<file path="src/include/tlipu_params.svh">
// Constants for the two-level interrupt priority unit.
// Assumes inclusion by bare name from the design and bench files.
`ifndef TLIPU_PARAMS_SVH
`define TLIPU_PARAMS_SVH
`define TLIPU_NSRC 8
`define TLIPU_PC_W 21
`define TLIPU_SP_W 5
`define TLIPU_VEC_HIGH 21'h000008
`define TLIPU_VEC_LOW 21'h000018
`define TLIPU_CTL_GH 7
`define TLIPU_CTL_GL 6
`define TLIPU_RST_PRIO 7
`define TLIPU_EXT_SYNC 2
`define TLIPU_SP_ONE 5'h01
`define TLIPU_NSRC_ZERO 8'h00
`define TLIPU_PC_ZERO 21'h000000
`define TLIPU_SP_ZERO 5'h00
`endif

</file>
<file path="src/include/tlipu_pkg.sv">
// Types shared by the interrupt priority unit and its bench.
// Assumes tlipu_params.svh is on the include path.
`include "tlipu_params.svh"
package tlipu_pkg;
  typedef struct packed {
    logic [`TLIPU_NSRC-1:0] flag;
    logic [`TLIPU_NSRC-1:0] enable;
    logic [`TLIPU_NSRC-1:0] prio;
    logic [`TLIPU_NSRC-1:0] periph;
  } tlipu_src_t;
  typedef struct packed {
    logic push;
    logic [`TLIPU_PC_W-1:0] ret_addr;
    logic [`TLIPU_PC_W-1:0] vector;
  } tlipu_vec_t;
  typedef enum logic [1:0] {TLIPU_IDLE, TLIPU_IN_LOW, TLIPU_IN_HIGH, TLIPU_IN_BOTH} tlipu_svc_t;
endpackage

</file>
<file path="src/verilog/tlipu_top.sv">
// Two-level interrupt priority unit: flags, gating, priority, vectoring, return.
// Assumes the core fetch logic obeys the vector strobe and reports return instructions.
// Operation
// - High priority vectors to 0008h, low priority to 0018h.
// - Pending enabled high request preempts a running low service.
// - Each source has a flag, an enable and a priority select.
// - Two-level mode only while the priority-levels enable bit is set.
// - Control bit 7 globally enables high sources in two-level mode.
// - Control bit 6 globally enables low sources in two-level mode.
// - Flag, enable and global enable all set vectors at once.
// - Priority enable clear by default gives compatibility mode, priority ignored.
// - In compatibility mode bit 6 gates all peripheral sources.
// - In compatibility mode bit 7 is the master enable.
// - Compatibility mode uses only vector 0008h.
// - Acceptance clears the governing global enable.
// - Low requests are held off while high service runs.
// - Taking an interrupt pushes return address and loads the vector.
// - Flags stay set until software clears them.
// - Return instruction leaves service and sets the enable cleared on entry.
// - External events vector three to four instruction cycles later.
// - External latency is independent of instruction length.
// - Flags set regardless of individual or global enables.
// - Interrupt wake-up with its global enable set copies PC to stack top and advances the pointer.
// - Interrupt wake-up with its global enable set loads the high or low vector.
// - Interrupt wake-up leaves the causing flags set.
`include "tlipu_params.svh"
module tlipu_top
  import tlipu_pkg::*;
(
  input wire logic CLK,
  input wire logic NRST,
  input wire logic [`TLIPU_NSRC-1:0] SRC_EVENT,
  input wire logic [`TLIPU_NSRC-1:0] SRC_EXT,
  input wire logic [`TLIPU_NSRC-1:0] FLAG_CLEAR,
  input wire logic [`TLIPU_NSRC-1:0] SRC_ENABLE,
  input wire logic [`TLIPU_NSRC-1:0] SRC_PRIORITY,
  input wire logic [`TLIPU_NSRC-1:0] SRC_IS_PERIPH,
  input wire logic PRIO_LEVELS_WR,
  input wire logic PRIO_LEVELS_VAL,
  input wire logic GIE_HIGH_WR,
  input wire logic GIE_HIGH_VAL,
  input wire logic GIE_LOW_WR,
  input wire logic GIE_LOW_VAL,
  input wire logic RETURN_FROM_IRQ_INSTR,
  input wire logic SLEEPING,
  input wire logic [`TLIPU_PC_W-1:0] CURRENT_PC,
  output logic [`TLIPU_NSRC-1:0] FLAGS,
  output logic PRIORITY_LEVELS_ENABLE,
  output logic HIGH_LEVEL_GLOBAL_ENABLE,
  output logic LOW_LEVEL_GLOBAL_ENABLE,
  output logic VECTOR_LOAD,
  output logic [`TLIPU_PC_W-1:0] VECTOR_ADDR,
  output logic [`TLIPU_PC_W-1:0] STACK_TOP,
  output logic [`TLIPU_SP_W-1:0] STACK_POINTER,
  output logic WAKE,
  output tlipu_svc_t SERVICE_STATE
);
  logic [`TLIPU_NSRC-1:0] flag_w;
  logic [`TLIPU_NSRC-1:0] ext_d1_reg, ext_d2_reg, ext_d1_next, ext_d2_next;
  logic [`TLIPU_NSRC-1:0] evt_w;
  tlipu_src_t src;
  logic prio_reg, prio_next, gh_reg, gh_next, gl_reg, gl_next;
  tlipu_svc_t svc_reg, svc_next;
  logic vload_reg, vload_next, wake_reg, wake_next;
  logic [`TLIPU_PC_W-1:0] vec_reg, vec_next, tos_reg, tos_next;
  logic [`TLIPU_SP_W-1:0] sp_reg, sp_next;
  logic req_high, req_low, take_high, take_low, any_pending;

  // External events pass a two-stage pipe so the vector lands 3-4 cycles after them,
  // independent of what the core is executing
  always_comb begin
    ext_d1_next = SRC_EXT;
    ext_d2_next = ext_d1_reg;
  end
  always_ff @(posedge CLK or negedge NRST) begin
    if (!NRST) begin
      ext_d1_reg <= `TLIPU_NSRC_ZERO;
      ext_d2_reg <= `TLIPU_NSRC_ZERO;
    end else begin
      ext_d1_reg <= ext_d1_next;
      ext_d2_reg <= ext_d2_next;
    end
  end
  // The external pulse is gone by the time it leaves the pipe, so the delayed copy
  // must not be masked by the live pin
  assign evt_w = SRC_EVENT | ext_d2_reg;

  genvar gi;
  generate
    for (gi = 0; gi < `TLIPU_NSRC; gi++) begin : g_flag
      // Flag ignores enables entirely
      tlipu_flag u_flag (
        .clk(CLK),
        .nrst(NRST),
        .evt(evt_w[gi]),
        .clr(FLAG_CLEAR[gi]),
        .flag(flag_w[gi])
      );
    end
  endgenerate

  always_comb begin
    src.flag = flag_w;
    src.enable = SRC_ENABLE;
    src.prio = SRC_PRIORITY;
    src.periph = SRC_IS_PERIPH;
    if (prio_reg) begin
      req_high = gh_reg & |(src.flag & src.enable & src.prio);
      req_low = gl_reg & |(src.flag & src.enable & ~src.prio);
    end else begin
      // Priority bits ignored; bit 6 gates peripheral sources only
      req_high = gh_reg & |(src.flag & src.enable & (~src.periph | {`TLIPU_NSRC{gl_reg}}));
      req_low = 1'b0;
    end
    any_pending = |(src.flag & src.enable);
    take_high = req_high & (svc_reg != TLIPU_IN_HIGH) & (svc_reg != TLIPU_IN_BOTH);
    // High wins a tie; low waits while high service runs
    take_low = req_low & ~req_high & (svc_reg == TLIPU_IDLE);
  end

  always_comb begin
    prio_next = PRIO_LEVELS_WR ? PRIO_LEVELS_VAL : prio_reg;
    gh_next = GIE_HIGH_WR ? GIE_HIGH_VAL : gh_reg;
    gl_next = GIE_LOW_WR ? GIE_LOW_VAL : gl_reg;
    svc_next = svc_reg;
    vload_next = 1'b0;
    vec_next = vec_reg;
    tos_next = tos_reg;
    sp_next = sp_reg;
    wake_next = SLEEPING & any_pending;
    if (RETURN_FROM_IRQ_INSTR) begin
      // Restore the enable of the level being left
      if (!prio_reg) begin
        gh_next = 1'b1;
        svc_next = TLIPU_IDLE;
      end else if (svc_reg == TLIPU_IN_BOTH) begin
        gh_next = 1'b1;
        svc_next = TLIPU_IN_LOW;
      end else if (svc_reg == TLIPU_IN_HIGH) begin
        gh_next = 1'b1;
        svc_next = TLIPU_IDLE;
      end else if (svc_reg == TLIPU_IN_LOW) begin
        gl_next = 1'b1;
        svc_next = TLIPU_IDLE;
      end
      sp_next = sp_reg - `TLIPU_SP_ONE;
    end else if (take_high | take_low) begin
      vload_next = 1'b1;
      tos_next = CURRENT_PC;
      sp_next = sp_reg + `TLIPU_SP_ONE;
      if (take_high) begin
        vec_next = `TLIPU_VEC_HIGH;
        gh_next = 1'b0;
        svc_next = (svc_reg == TLIPU_IN_LOW) ? TLIPU_IN_BOTH : TLIPU_IN_HIGH;
      end else begin
        vec_next = `TLIPU_VEC_LOW;
        gl_next = 1'b0;
        svc_next = TLIPU_IN_LOW;
      end
    end
  end

  always_ff @(posedge CLK or negedge NRST) begin
    if (!NRST) begin
      prio_reg <= 1'b0;
      gh_reg <= 1'b0;
      gl_reg <= 1'b0;
      svc_reg <= TLIPU_IDLE;
      vload_reg <= 1'b0;
      vec_reg <= `TLIPU_PC_ZERO;
      tos_reg <= `TLIPU_PC_ZERO;
      sp_reg <= `TLIPU_SP_ZERO;
      wake_reg <= 1'b0;
    end else begin
      prio_reg <= prio_next;
      gh_reg <= gh_next;
      gl_reg <= gl_next;
      svc_reg <= svc_next;
      vload_reg <= vload_next;
      vec_reg <= vec_next;
      tos_reg <= tos_next;
      sp_reg <= sp_next;
      wake_reg <= wake_next;
    end
  end

  assign FLAGS = flag_w;
  assign PRIORITY_LEVELS_ENABLE = prio_reg;
  assign HIGH_LEVEL_GLOBAL_ENABLE = gh_reg;
  assign LOW_LEVEL_GLOBAL_ENABLE = gl_reg;
  assign VECTOR_LOAD = vload_reg;
  assign VECTOR_ADDR = vec_reg;
  assign STACK_TOP = tos_reg;
  assign STACK_POINTER = sp_reg;
  assign WAKE = wake_reg;
  assign SERVICE_STATE = svc_reg;
endmodule

</file>
<file path="src/verilog/tlipu_flag.sv">
// One sticky source flag: set by its event, cleared by software.
// Assumes event and clear are synchronous one-cycle pulses.
module tlipu_flag (
  input wire logic clk,
  input wire logic nrst,
  input wire logic evt,
  input wire logic clr,
  output logic flag
);
  logic flag_next;
  always_comb begin
    // Set beats clear so a coincident event is never lost
    flag_next = evt | (flag & ~clr);
  end
  always_ff @(posedge clk or negedge nrst) begin
    if (!nrst) begin
      flag <= 1'b0;
    end else begin
      flag <= flag_next;
    end
  end
endmodule

</file>
<file path="config.mk">
export PLATFORM = sky130hd
export DESIGN_NAME = tlipu_top
export DESIGN_NICKNAME = d
export VERILOG_FILES = /design/src/include/tlipu_pkg.sv /design/src/verilog/tlipu_top.sv /design/src/verilog/tlipu_flag.sv
export VERILOG_INCLUDE_DIRS = /design/src /design/src/include
export SDC_FILE = /design/constraint.sdc
export NUM_CORES = 1
export LEC_CHECK = 0
export BUFFER_PORTS_ARGS = -buffer_cell sky130_fd_sc_hd__buf_2
export CAP_MARGIN = 0
export CORE_MARGIN = 4
export CORE_UTILIZATION = 35
export DETAILED_ROUTE_END_ITERATION = 12
export PLACE_DENSITY_LB_ADDON = 0.05
export RECOVER_POWER = 25
export SLEW_MARGIN = 20
export SYNTH_ARGS = -nofsm -noshare
export SYNTH_HDL_FRONTEND = slang
export SYNTH_HIERARCHICAL = 1
export SYNTH_SLANG_ARGS = --single-unit
</file>
<file path="constraint.sdc">
create_clock -name CLK -period 3.6 [get_ports CLK]
set_input_delay 0.18 -clock CLK [delete_from_list [all_inputs] [get_ports CLK]]
set_output_delay 0.18 -clock CLK [all_outputs]
set_load 0.01 [all_outputs]
</file>
; Yosys cells after proc, flatten, opt, wreduce, memory -nomap -nowiden
; Cells that the tools add are included.
[word_totals]
ff_bits = 78
inputBits = 79
output_inout_bits = 62
elab_cells = 108
[classes]
n_addsub = 2
eq_ne = 6
muxes = 30
bitwise = 43
n_reduce_logical = 8
[op_table]
columns = cell, count
row1 = $and 8x8->8, 4
row2 = $reduce_or 8->1, 4
row3 = $mux 1, 20
row4 = $and 1x1->1, 16
row5 = $not 8->8, 2
row6 = $or 8x8->8, 2
row7 = $mux 5, 3
row8 = $mux 2, 7
row9 = $not 1->1, 10
row10 = $or 1x1->1, 9
row11 = $add 5x1->5 const B, 1
row12 = $ne 5x2->1 const B, 1
row13 = $sub 5x1->5 const B, 1
row14 = $eq 2x2->1 const B, 2
row15 = $ne 2x2->1 const B, 2
row16 = $reduce_and 2->1, 2
row17 = $eq 2x1->1 const B, 1
row18 = $logic_not 2->1, 1
row19 = $reduce_bool 2->1, 1

; Logic depth before layout (Yosys ltp)
; Gate-level depths: netlist (run 1).
[logic_depth]
word_depth = 12
ltp_mapped = 8
depth_no_buf = 7

; By module
; The synthesis (run 1) kept the hierarchy.
[by_module_without_submodules]
columns = mod, instances, cells_each, area_each_um2, seq_area_each_um2
row1 = tlipu_top, 1, 192, 2472.4, 1276.2
row2 = tlipu_flag, 8, 3, 36.3, 25.0

; Least setup slack after synthesis (run 1)
; No wires, ideal clock.
[synth_timing]
path_type = register to register
startpoint = register g_flag[0].u_flag.flag
endpoint = register tos_reg[0], in the netlist STACK_TOP[0]
setup_ns = 0.125
arrival_ns = 1.954
required_ns = 3.475
setup_slack_ns = 1.521
stages_incl_launch_ff = 7
path_buffers = 1
period_less_slack_ns = 2.079
path_cell_list = dfrtp_1 -> a22oi_2 -> nand4_2 -> a2111oi_4 -> o32ai_2 -> buf_6 -> mux2_4
[synth_between]
elab_chain_len = 10
elab_cells_between_ends = 19
classes_between = mux: 2 / bitwise: 13 / reduce/logical: 4
[synth_lines]
columns = item, line
row1 = start: declaration, tlipu_flag.sv:8  ; output logic flag
row2 = start signal: assignment, tlipu_flag.sv:19  ; flag <= flag_next;
row3 = $and 8x8->8 (*), "tlipu_top.sv:108, tlipu_top.sv:109, tlipu_top.sv:112"
row4 = $and 8x8->8 (on tied branches), "tlipu_top.sv:112, tlipu_top.sv:108"
row5 = $reduce_or 8->1 (on tied branches), "tlipu_top.sv:112, tlipu_top.sv:108"
row6 = $and 1x1->1 (on tied branches), "tlipu_top.sv:112, tlipu_top.sv:108"
row7 = $mux 1, tlipu_top.sv:107  ; if (prio_reg) begin
row8 = $not 1->1, tlipu_top.sv:118  ; take_low = req_low & ~req_high & (svc_reg == TLIPU_IDLE);
row9 = $and 1x1->1 (2 in series), tlipu_top.sv:118
row10 = $or 1x1->1 (*), tlipu_top.sv:147  ; end else if (take_high | take_low) begin
row11 = $reduce_and 2->1 (no line) (*), --
row12 = end signal: assignment, tlipu_top.sv:171  ; tos_reg <= `TLIPU_PC_ZERO;
row13 = end signal: assignment, tlipu_top.sv:181  ; tos_reg <= tos_next;
row14 = end: declaration, tlipu_top.sv:65  ; logic [`TLIPU_PC_W-1:0] vec_reg, vec_next, tos_reg, tos_next;
; Mark *: on every way between the ends. The rest lies on a longest branch, timed or not.
; A chain may end at the register's enable or synchronous reset.

; Worst setup path after layout (run 1)
[layout_timing]
startpoint = register g_flag[1].u_flag.flag
endpoint = register tos_reg[8], in the netlist STACK_TOP[8]
[layout_between]
elab_chain_len = 10
elab_cells_between_ends = 19
classes_between = mux: 2 / bitwise: 13 / reduce/logical: 4
[layout_lines]
columns = item, line
row1 = start: declaration, tlipu_flag.sv:8
row2 = start signal: assignment, tlipu_flag.sv:19
row3 = $and 8x8->8 (*), "tlipu_top.sv:108, tlipu_top.sv:109, tlipu_top.sv:112"
row4 = $and 8x8->8 (on tied branches), "tlipu_top.sv:112, tlipu_top.sv:108"
row5 = $reduce_or 8->1 (on tied branches), "tlipu_top.sv:112, tlipu_top.sv:108"
row6 = $and 1x1->1 (on tied branches), "tlipu_top.sv:112, tlipu_top.sv:108"
row7 = $mux 1, tlipu_top.sv:107
row8 = $not 1->1, tlipu_top.sv:118
row9 = $and 1x1->1 (2 in series), tlipu_top.sv:118
row10 = $or 1x1->1 (*), tlipu_top.sv:147
row11 = $reduce_and 2->1 (no line) (*), --
; Marked as above.

==> results of run 1 <==
==> cells by family (layout without fill, tap and decap cells) <==
family,after synthesis,in the layout
xor gates and xnor gates,3,3
buffers and inverters,36,161
adders and majority gates,4,4
muxes,26,26
AOI/OAI and AO/OA,40,40
other,1,19
DFF,59,59
and+or+nand+nor,47,47
==> stage by stage <==
step           instances  worst slack [ns]
6_report             461              1.28
5_1_grt              461              1.13
4_1_cts              461              1.26
3_5_place_dp         437              1.26
3_3_place_gp         437              1.30
2_1_floorplan        234              1.52
==> final cells by class <==
type                       count  area (µm²)
multi-input combinational    139        1140
timing repair buffer         132         692
tap                          102         128
sequential                    59        1480
inverter                      14        52.6
fill                         741        3990
clock inverter                 4        50.0
clock buffer                  11         151
==> routing by layer <==
layer  routed length (µm)  up-vias  part of all wire (%)
li1                     -     1014                     -
met5                    0        -                     0
met4                   98        0                   1.5
met3                  538        9                   8.3
met2                 2950       76                    46
met1                 2890      960                    45
==> cells in the mapped netlist (all sizes together), types with 3 or more instances <==
library cell / n
o22ai: 3
mux2: 24
nand4: 3
or2: 9
dfrtp: 59
nand3: 10
a21o: 10
buf: 21
a21oi: 3
nand3b: 6
inv: 14
xnor2: 3
ha: 3
o21ai: 4
o2111ai: 3
nor2b: 3
nand2: 10
==> power groups by stage <==
stage | clock, mW | combinational (mW) | sequential, mW
CTS | 0.634 | 0.732 | 0.921
finish | 0.612 | 0.703 | 0.921
global route | 0.658 | 0.774 | 0.946
detailed placement | 0 | 0.724 | 0.929
floorplan | 0 | 0.407 | 0.986
global placement | 0 | 0.718 | 0.931
==> repair_timing <==
item,4_1_cts,5_1_grt
endpoints found under the hold margin,43,0
setup buffers,0,0
hold buffers,9,0
==> critical path, cell delays in order, from the launching register on <==
cell and delay, ns:
dfrtp_1 0.42, a22oi_1 0.26, nand4_2 0.17, a2111oi_4 0.57, o32ai_4 0.16, buf_4 0.27
mux2_4 0.33
==> how the worst max path moves through the flow <==
stage / slack, ns / to / depth (start not counted) / start
floorplan: 1.52 / STACK_TOP[0] / 6 / g_flag[0].u_flag/flag
global placement: 1.30 / STACK_TOP[16] / 6 / PRIORITY_LEVELS_ENABLE
detailed placement: 1.26 / STACK_TOP[1] / 6 / g_flag[1].u_flag/flag
CTS: 1.26 / STACK_TOP[8] / 6 / g_flag[1].u_flag/flag
global route: 1.13 / STACK_TOP[7] / 6 / g_flag[6].u_flag/flag
finish: 1.28 / STACK_TOP[8] / 6 / g_flag[1].u_flag/flag
==> flow_metrics.py, run 1 <==
metrics = {
    "synthesis": {
        "synth_cell_types": 47,
        "synth-xor-area-share_pct": 0.951,
        "synth_seq_cells": 59,
        "synthesis.instances": 216,
        "ys.flop_type": "dfrtp_1",
        "synth_warnings": 6,
        "yosys-top-cells-area": "dfrtp_1 (53%), mux2_4 (9.8%), buf_4 (5.2%), a21o_1 (2.7%), mux2_2 (2.4%)",
        "syn_area_per_cell_um2": 12.8,
        "yosysSeqAreaShare_pct": 53.4,
        "synth_top_family_by_area": "multiplexers",
        "yosys.area_share.simple_pct": 9.87,
        "netlist_area_mm2": 0.00276,
        "ys_async_sr_fraction_pct": 100,
        "synthMuxAreaShare_pct": 13.0,
        "synth_edf_count": 0,
        "synth_top_area_share_pct": 53.4,
        "synth_fa_ha_area_share_pct": 2.08,
        "yosys.area.top_type": "dfrtp_1",
        "synth_compound_area_share_pct": 12.5,
    },
    "job": {
        "maxCapViolations": 0,
    },
    "setup_path": {
        "rr_endpoint": "STACK_TOP[8]",
        "start_kind": "register",
        "r2r-start": "g_flag[1].u_flag/flag",
        "critPathCaptureType": "register",
        "r2r_setup_slack_ns": 1.28,
        "worstPathRequired_ns": 3.81,
        "timing_worst_setup_path_type": "reg -> reg",
        "path_max_fanout": 23,
        "reg2regPathDepth": 6,
        "critPathArrivalTime_ns": 2.53,
    },
    "final_layout": {
        "n_antenna_cell": 0,
        "drive_gt1_share_pct": 45.1,
        "layout_commonest_cell": "buf_2",
        "fin_nets": 438,
        "area_growth_pct": 33.7,
        "largest_reg_flops": 21,
        "final_util_pct": 48.0,
        "final_area_mm2": 0.00369,
        "final_cell_mix": "buf_2 (106), dfrtp_1 (59), conb_1 (19)",
    },
    "sta": {
        "timing.fmax_mhz": 431,
        "tightest_slew_ns": 0.800,
        "setup_viol_count_final": 0,
        "slew_violations": 0,
        "hold_viol": 0,
        "whs_ns": 0.0439,
        "relSlewSlack_pct": 46.7,
        "rsz0062_at_grt": "false",
        "clock_skew_ns": 0.00877,
        "period_share_pct": 64.4,
        "finalCriticalPeriod_ns": 2.32,
        "setup_tns_ns": 0,
    },
    "global_routing": {
        "grt_pass1_vias": 2111,
        "grt_usage_pct": 14.0,
        "grt_max_degree": 37,
        "grt-busiest-layer": "met2",
        "globalRouteMet2Util_pct": 20.8,
        "use_met3_pct": 5.05,
        "use_met1_pct": 18.4,
        "overflow": 0,
        "antenna_found_initial": 0,
        "grt_first_pass_wirelength_um": 10500,
    },
    "pwr": {
        "p_leak_nw": 1.79,
        "swShare_pct": 30.8,
        "total_power_mw": 2.24,
        "ir_worst_vdd_mv": 0.256,
        "power_density_mw_per_mm2": 605,
        "cellInternalPower_mw": 1.55,
        "pwr-share-clk_pct": 27.4,
        "pwr-share-seq_pct": 41.2,
        "switchingPower_mw": 0.689,
        "combinationalPowerShare_pct": 31.5,
    },
    "worst_hold_path": {
        "holdPathStages": 2,
        "hold_end": "PRIORITY_LEVELS_ENABLE",
        "min_path_type": "in -> reg",
        "hp-start": "PRIO_LEVELS_WR",
    },
    "clock_network": {
        "cts_made_buffers": 9,
        "ctsLongestPathBuffers": 2,
        "cts_root_buf": "clkbuf_8",
        "cts_tree": "built",
        "cts.clk_slew.worst_paths_ns": 0.07,
        "ctsResizeCount": 0,
        "clock_latency_ns": 0.33,
        "htree_levels": 3,
        "clock-sinks": 59,
    },
    "detailed_routing": {
        "drc": 0,
        "vias": 2059,
        "wl_um": 6480,
        "antenna_left": 0,
        "drt_first_iter_violations": 53,
        "dr.pass1.iters": 4,
        "wl_per_cell_um": 14.1,
        "vias_per_cell": 4.47,
    },
    "place": {
        "globalplace.congestion": 0.755,
        "numPortBuffers": 121,
        "dpl.hpwl_um": 5010,
        "dpl_cell_area_mm2": 0.00342,
    },
    "outcome": {
        "outcome": "completed",
    },
    "die": {
        "std_cell_rows": 32,
        "core_mm2": 0.00769,
        "io_pins": 141,
        "die_y_um": 96.8,
        "start_util_pct": 35.9,
        "die_w_um": 96.8,
        "die-area_mm2": 0.00938,
    },
}
Power figures use the tool's default switching activity.
==> inputs of run 2 (changes only) <==
--- a/config.mk
+++ b/config.mk
@@ -6,6 +6,7 @@
 export SDC_FILE = /design/constraint.sdc
 export NUM_CORES = 1
 export LEC_CHECK = 0
+export ABC_AREA = 1
 export BUFFER_PORTS_ARGS = -buffer_cell sky130_fd_sc_hd__buf_2
 export CAP_MARGIN = 0
 export CORE_MARGIN = 4
==> constraint.sdc (replaced) <==
create_clock -name CLK -period 1.9 [get_ports CLK]
set_input_delay 0.095 -clock CLK [delete_from_list [all_inputs] [get_ports CLK]]
set_output_delay 0.095 -clock CLK [all_outputs]
set_load 0.01 [all_outputs]
==> run 2 against run 1 <==
Against the previous run: power grew 95%; non-clock buffer count increased by 38; clock power is 90% higher; area after synthesis rose by 2.5%; first-iteration DRC count up 70%; critical path depth grew 4; global-route usage up 2.8 points; wire length is 19% higher; via count rose by 30%; maximum frequency increased by 40%; register-to-register slack worse by 1.0 ns.
==> flow_metrics.py, run 2 <==
metrics = {
    "outcome": {
        "outcome": "completed",
    },
    "pwr": {
        "ir_worst_vdd_mv": 0.566,
        "power_density_mw_per_mm2": 1050,
        "p_leak_nw": 2.34,
    },
    "die": {
        "die_w_um": 98.0,
        "die-area_mm2": 0.00960,
        "io_pins": 141,
        "die_y_um": 98.0,
        "std_cell_rows": 32,
        "start_util_pct": 36.3,
        "core_mm2": 0.00781,
    },
    "place": {
        "numPortBuffers": 121,
        "globalplace.congestion": 0.759,
        "place_inst": 554,
        "dpl.hpwl_um": 5510,
    },
    "worst_hold_path": {
        "hp-start": "SRC_EVENT[1]",
        "holdPathStages": 4,
        "min_path_type": "in -> reg",
        "hold_end": "g_flag[1].u_flag/flag",
    },
    "global_routing": {
        "grt_usage_pct": 16.9,
        "overflow": 0,
        "antenna_found_initial": 0,
        "grt_max_degree": 26,
        "grt_first_pass_wirelength_um": 13200,
        "grt_pass1_vias": 2809,
    },
    "setup_path": {
        "cp_slowest_cell": "dfrtp_1",
        "reg2regPathDepth": 10,
        "rr_endpoint": "STACK_TOP[1]",
        "cp_common_cell": "nand2_1",
        "worstPathRequired_ns": 2.11,
        "cp-startpoint": "LOW_LEVEL_GLOBAL_ENABLE",
        "cp_cell_sequence": "inv_4 -> nand2_1 -> nand2_1 -> nand2_1 -> nor2_1 -> nand3_1 -> nand3_2 -> nand2_2 -> nand3_1 -> nand2_1",
        "timing_worst_setup_path_type": "reg -> reg",
        "critPathArrivalTime_ns": 1.87,
        "start_kind": "register",
        "r2r_setup_slack_ns": 0.25,
        "path_max_fanout": 21,
        "critPathCaptureType": "register",
        "r2r-start": "LOW_LEVEL_GLOBAL_ENABLE",
        "critPathMaxStageDelay_ns": 0.40,
    },
    "detailed_routing": {
        "vias": 2668,
        "dr.pass1.iters": 4,
        "wl_met1_um": 3300,
        "drt_first_iter_violations": 90,
        "vias_per_cell": 4.36,
        "wl_um": 7680,
        "wl_per_cell_um": 12.6,
        "antenna_left": 0,
        "routed.top_layer": "met4",
        "wl_met2_um": 3710,
        "wl_met3_um": 535,
        "drc": 0,
    },
    "final_layout": {
        "n_antenna_cell": 0,
        "fin_nets": 588,
        "area_growth_pct": 46.2,
        "largest_reg_flops": 21,
        "drive_gt1_share_pct": 31.6,
        "instances_no_fill": 612,
        "final_cell_mix": "buf_2 (120), nand2_1 (92), dfrtp_1 (59)",
        "layout_commonest_cell": "buf_2",
    },
    "synthesis": {
        "synth_seq_cells": 59,
        "synth_edf_count": 0,
        "synthesis.instances": 333,
        "synth_cell_types": 29,
        "synthTopCellsByCount": "nand2_1 (92), dfrtp_1 (59), nand3_1 (56)",
        "yosys-top-cells-area": "dfrtp_1 (52%), nand2_1 (12%), nand3_1 (9.9%), inv_1 (5.3%), buf_4 (5.0%)",
        "netlist_area_mm2": 0.00283,
        "yosysSeqAreaShare_pct": 52.1,
        "ys.flop_type": "dfrtp_1",
        "yosys.area.top_type": "dfrtp_1",
        "synth_top_area_share_pct": 52.1,
        "yosysMostFrequentCell": "nand2_1",
        "synth_warnings": 6,
        "syn_area_per_cell_um2": 8.51,
        "ys_async_sr_fraction_pct": 100,
    },
    "job": {
        "maxCapViolations": 0,
    },
    "sta": {
        "hold_viol": 0,
        "setup_tns_ns": 0,
        "setup_viol_count_final": 0,
        "finalCriticalPeriod_ns": 1.65,
        "tightest_slew_ns": 1.26,
        "rsz0062_at_grt": "false",
        "slew_violations": 0,
        "timing.fmax_mhz": 604,
        "clock_skew_ns": 0.00927,
        "relSlewSlack_pct": 16.2,
        "period_share_pct": 87.1,
    },
    "clock_network": {
        "ctsLongestPathBuffers": 2,
        "htree_levels": 3,
        "cts.clk_slew.worst_paths_ns": 0.08,
        "cts_root_buf": "clkbuf_8",
        "post_cts_buffers": 0,
        "clock-sinks": 59,
        "cts_tree": "built",
        "clock_latency_ns": 0.33,
        "cts_made_buffers": 9,
    },
}
==> run 2: cell count changes after synthesis, sizes merged, moves of 3 or more <==
| cell | change |
|---|---|
| a21o | -10 |
| a21oi | +6 |
| buf | +5 |
| inv | +30 |
| mux2 | -24 |
| nand2 | +83 |
| nand3 | +48 |
| nand3b | -5 |
| nor2 | +9 |
| nor2b | -3 |
| o2111ai | -3 |
| o21ai | +4 |
| o22ai | -3 |
==> run 2: layer usage <==
metal  track usage, %  vias to the layer above
met3             3.43                       14
met2             27.9                       98
met5                0                        -
met4             6.60                        0
li1                 -                     1352
met1             21.7                     1204
==> run 2: power by group <==
| group | internal, mW | switching [mW] | total [mW] |
|---|---|---|---|
| logic | 0.647 | 0.797 | 1.44 |
| registers | 1.56 | 0.197 | 1.75 |
| clock network | 0.614 | 0.548 | 1.16 |
| total | 2.82 | 1.54 | 4.36 |
==> run 2: cells by family (layout without fill, tap and decap cells) <==
| family | count (synthesis) | count (layout) | share of synthesized area [%] |
|---|---|---|---|
| compound gates | 19 | 19 | 3.67 |
| xor+xnor | 4 | 4 | 1.24 |
| fa+ha+maj | 4 | 4 | 2.03 |
| buf+inv | 71 | 230 | 12.6 |
| flops | 59 | 59 | 52.1 |
| other cells | 1 | 19 | 0.132 |
| simple gates | 175 | 175 | 28.2 |
==> run 2: metrics by stage <==
stage | area, µm² | power, mW | utilization [%] | hold WS [ns] | worst slack, ns
after floorplan | 2900 | 2.62 | - | -0.201 | 0.400
after global placement | 3520 | 3.15 | 45.1 | 0.108 | 0.176
after detailed placement | 3520 | 3.17 | 45.1 | 0.114 | 0.173
after CTS | 4140 | 4.44 | 53.0 | 0.00360 | 0.168
after global routing | 4140 | 4.69 | 53.0 | 0.0304 | 0.0470
final | 4140 | 4.36 | 53.0 | 0.0222 | 0.245
==> run 2: critical path, delay by kind of cell, from the launching register on <==
kind	cells	cell delay, ns
buf+inv	1	0.13
flops	1	0.40
simple gates	9	1.00
==> run 2: layout make-up <==
class / instances / area, µm²
multi-input combinational: 221 / 1070
timing repair buffer: 170 / 1100
clock buffer: 9 / 124
inverter: 44 / 168
sequential: 59 / 1480
clock inverter: 7 / 76.3
fill: 777 / 3670
tap: 102 / 128
==> run 2: how the worst max path moves through the flow <==
stage / endpoint / slack (ns) / cells after the start
3_5_place_dp: STACK_TOP[20] / 0.17 / 10
3_3_place_gp: STACK_POINTER[0] / 0.18 / 11
2_1_floorplan: STACK_POINTER[4] / 0.40 / 7
6_report: STACK_TOP[1] / 0.25 / 10
5_1_grt: STACK_POINTER[3] / 0.05 / 11
4_1_cts: STACK_POINTER[1] / 0.17 / 11
==> run 2: repair_timing <==
item / CTS / global route
setup endpoints to repair: 0 / 3
hold buffers: 42 / 0
endpoints found under the hold margin: 61 / 0
resized for setup: 0 / 1
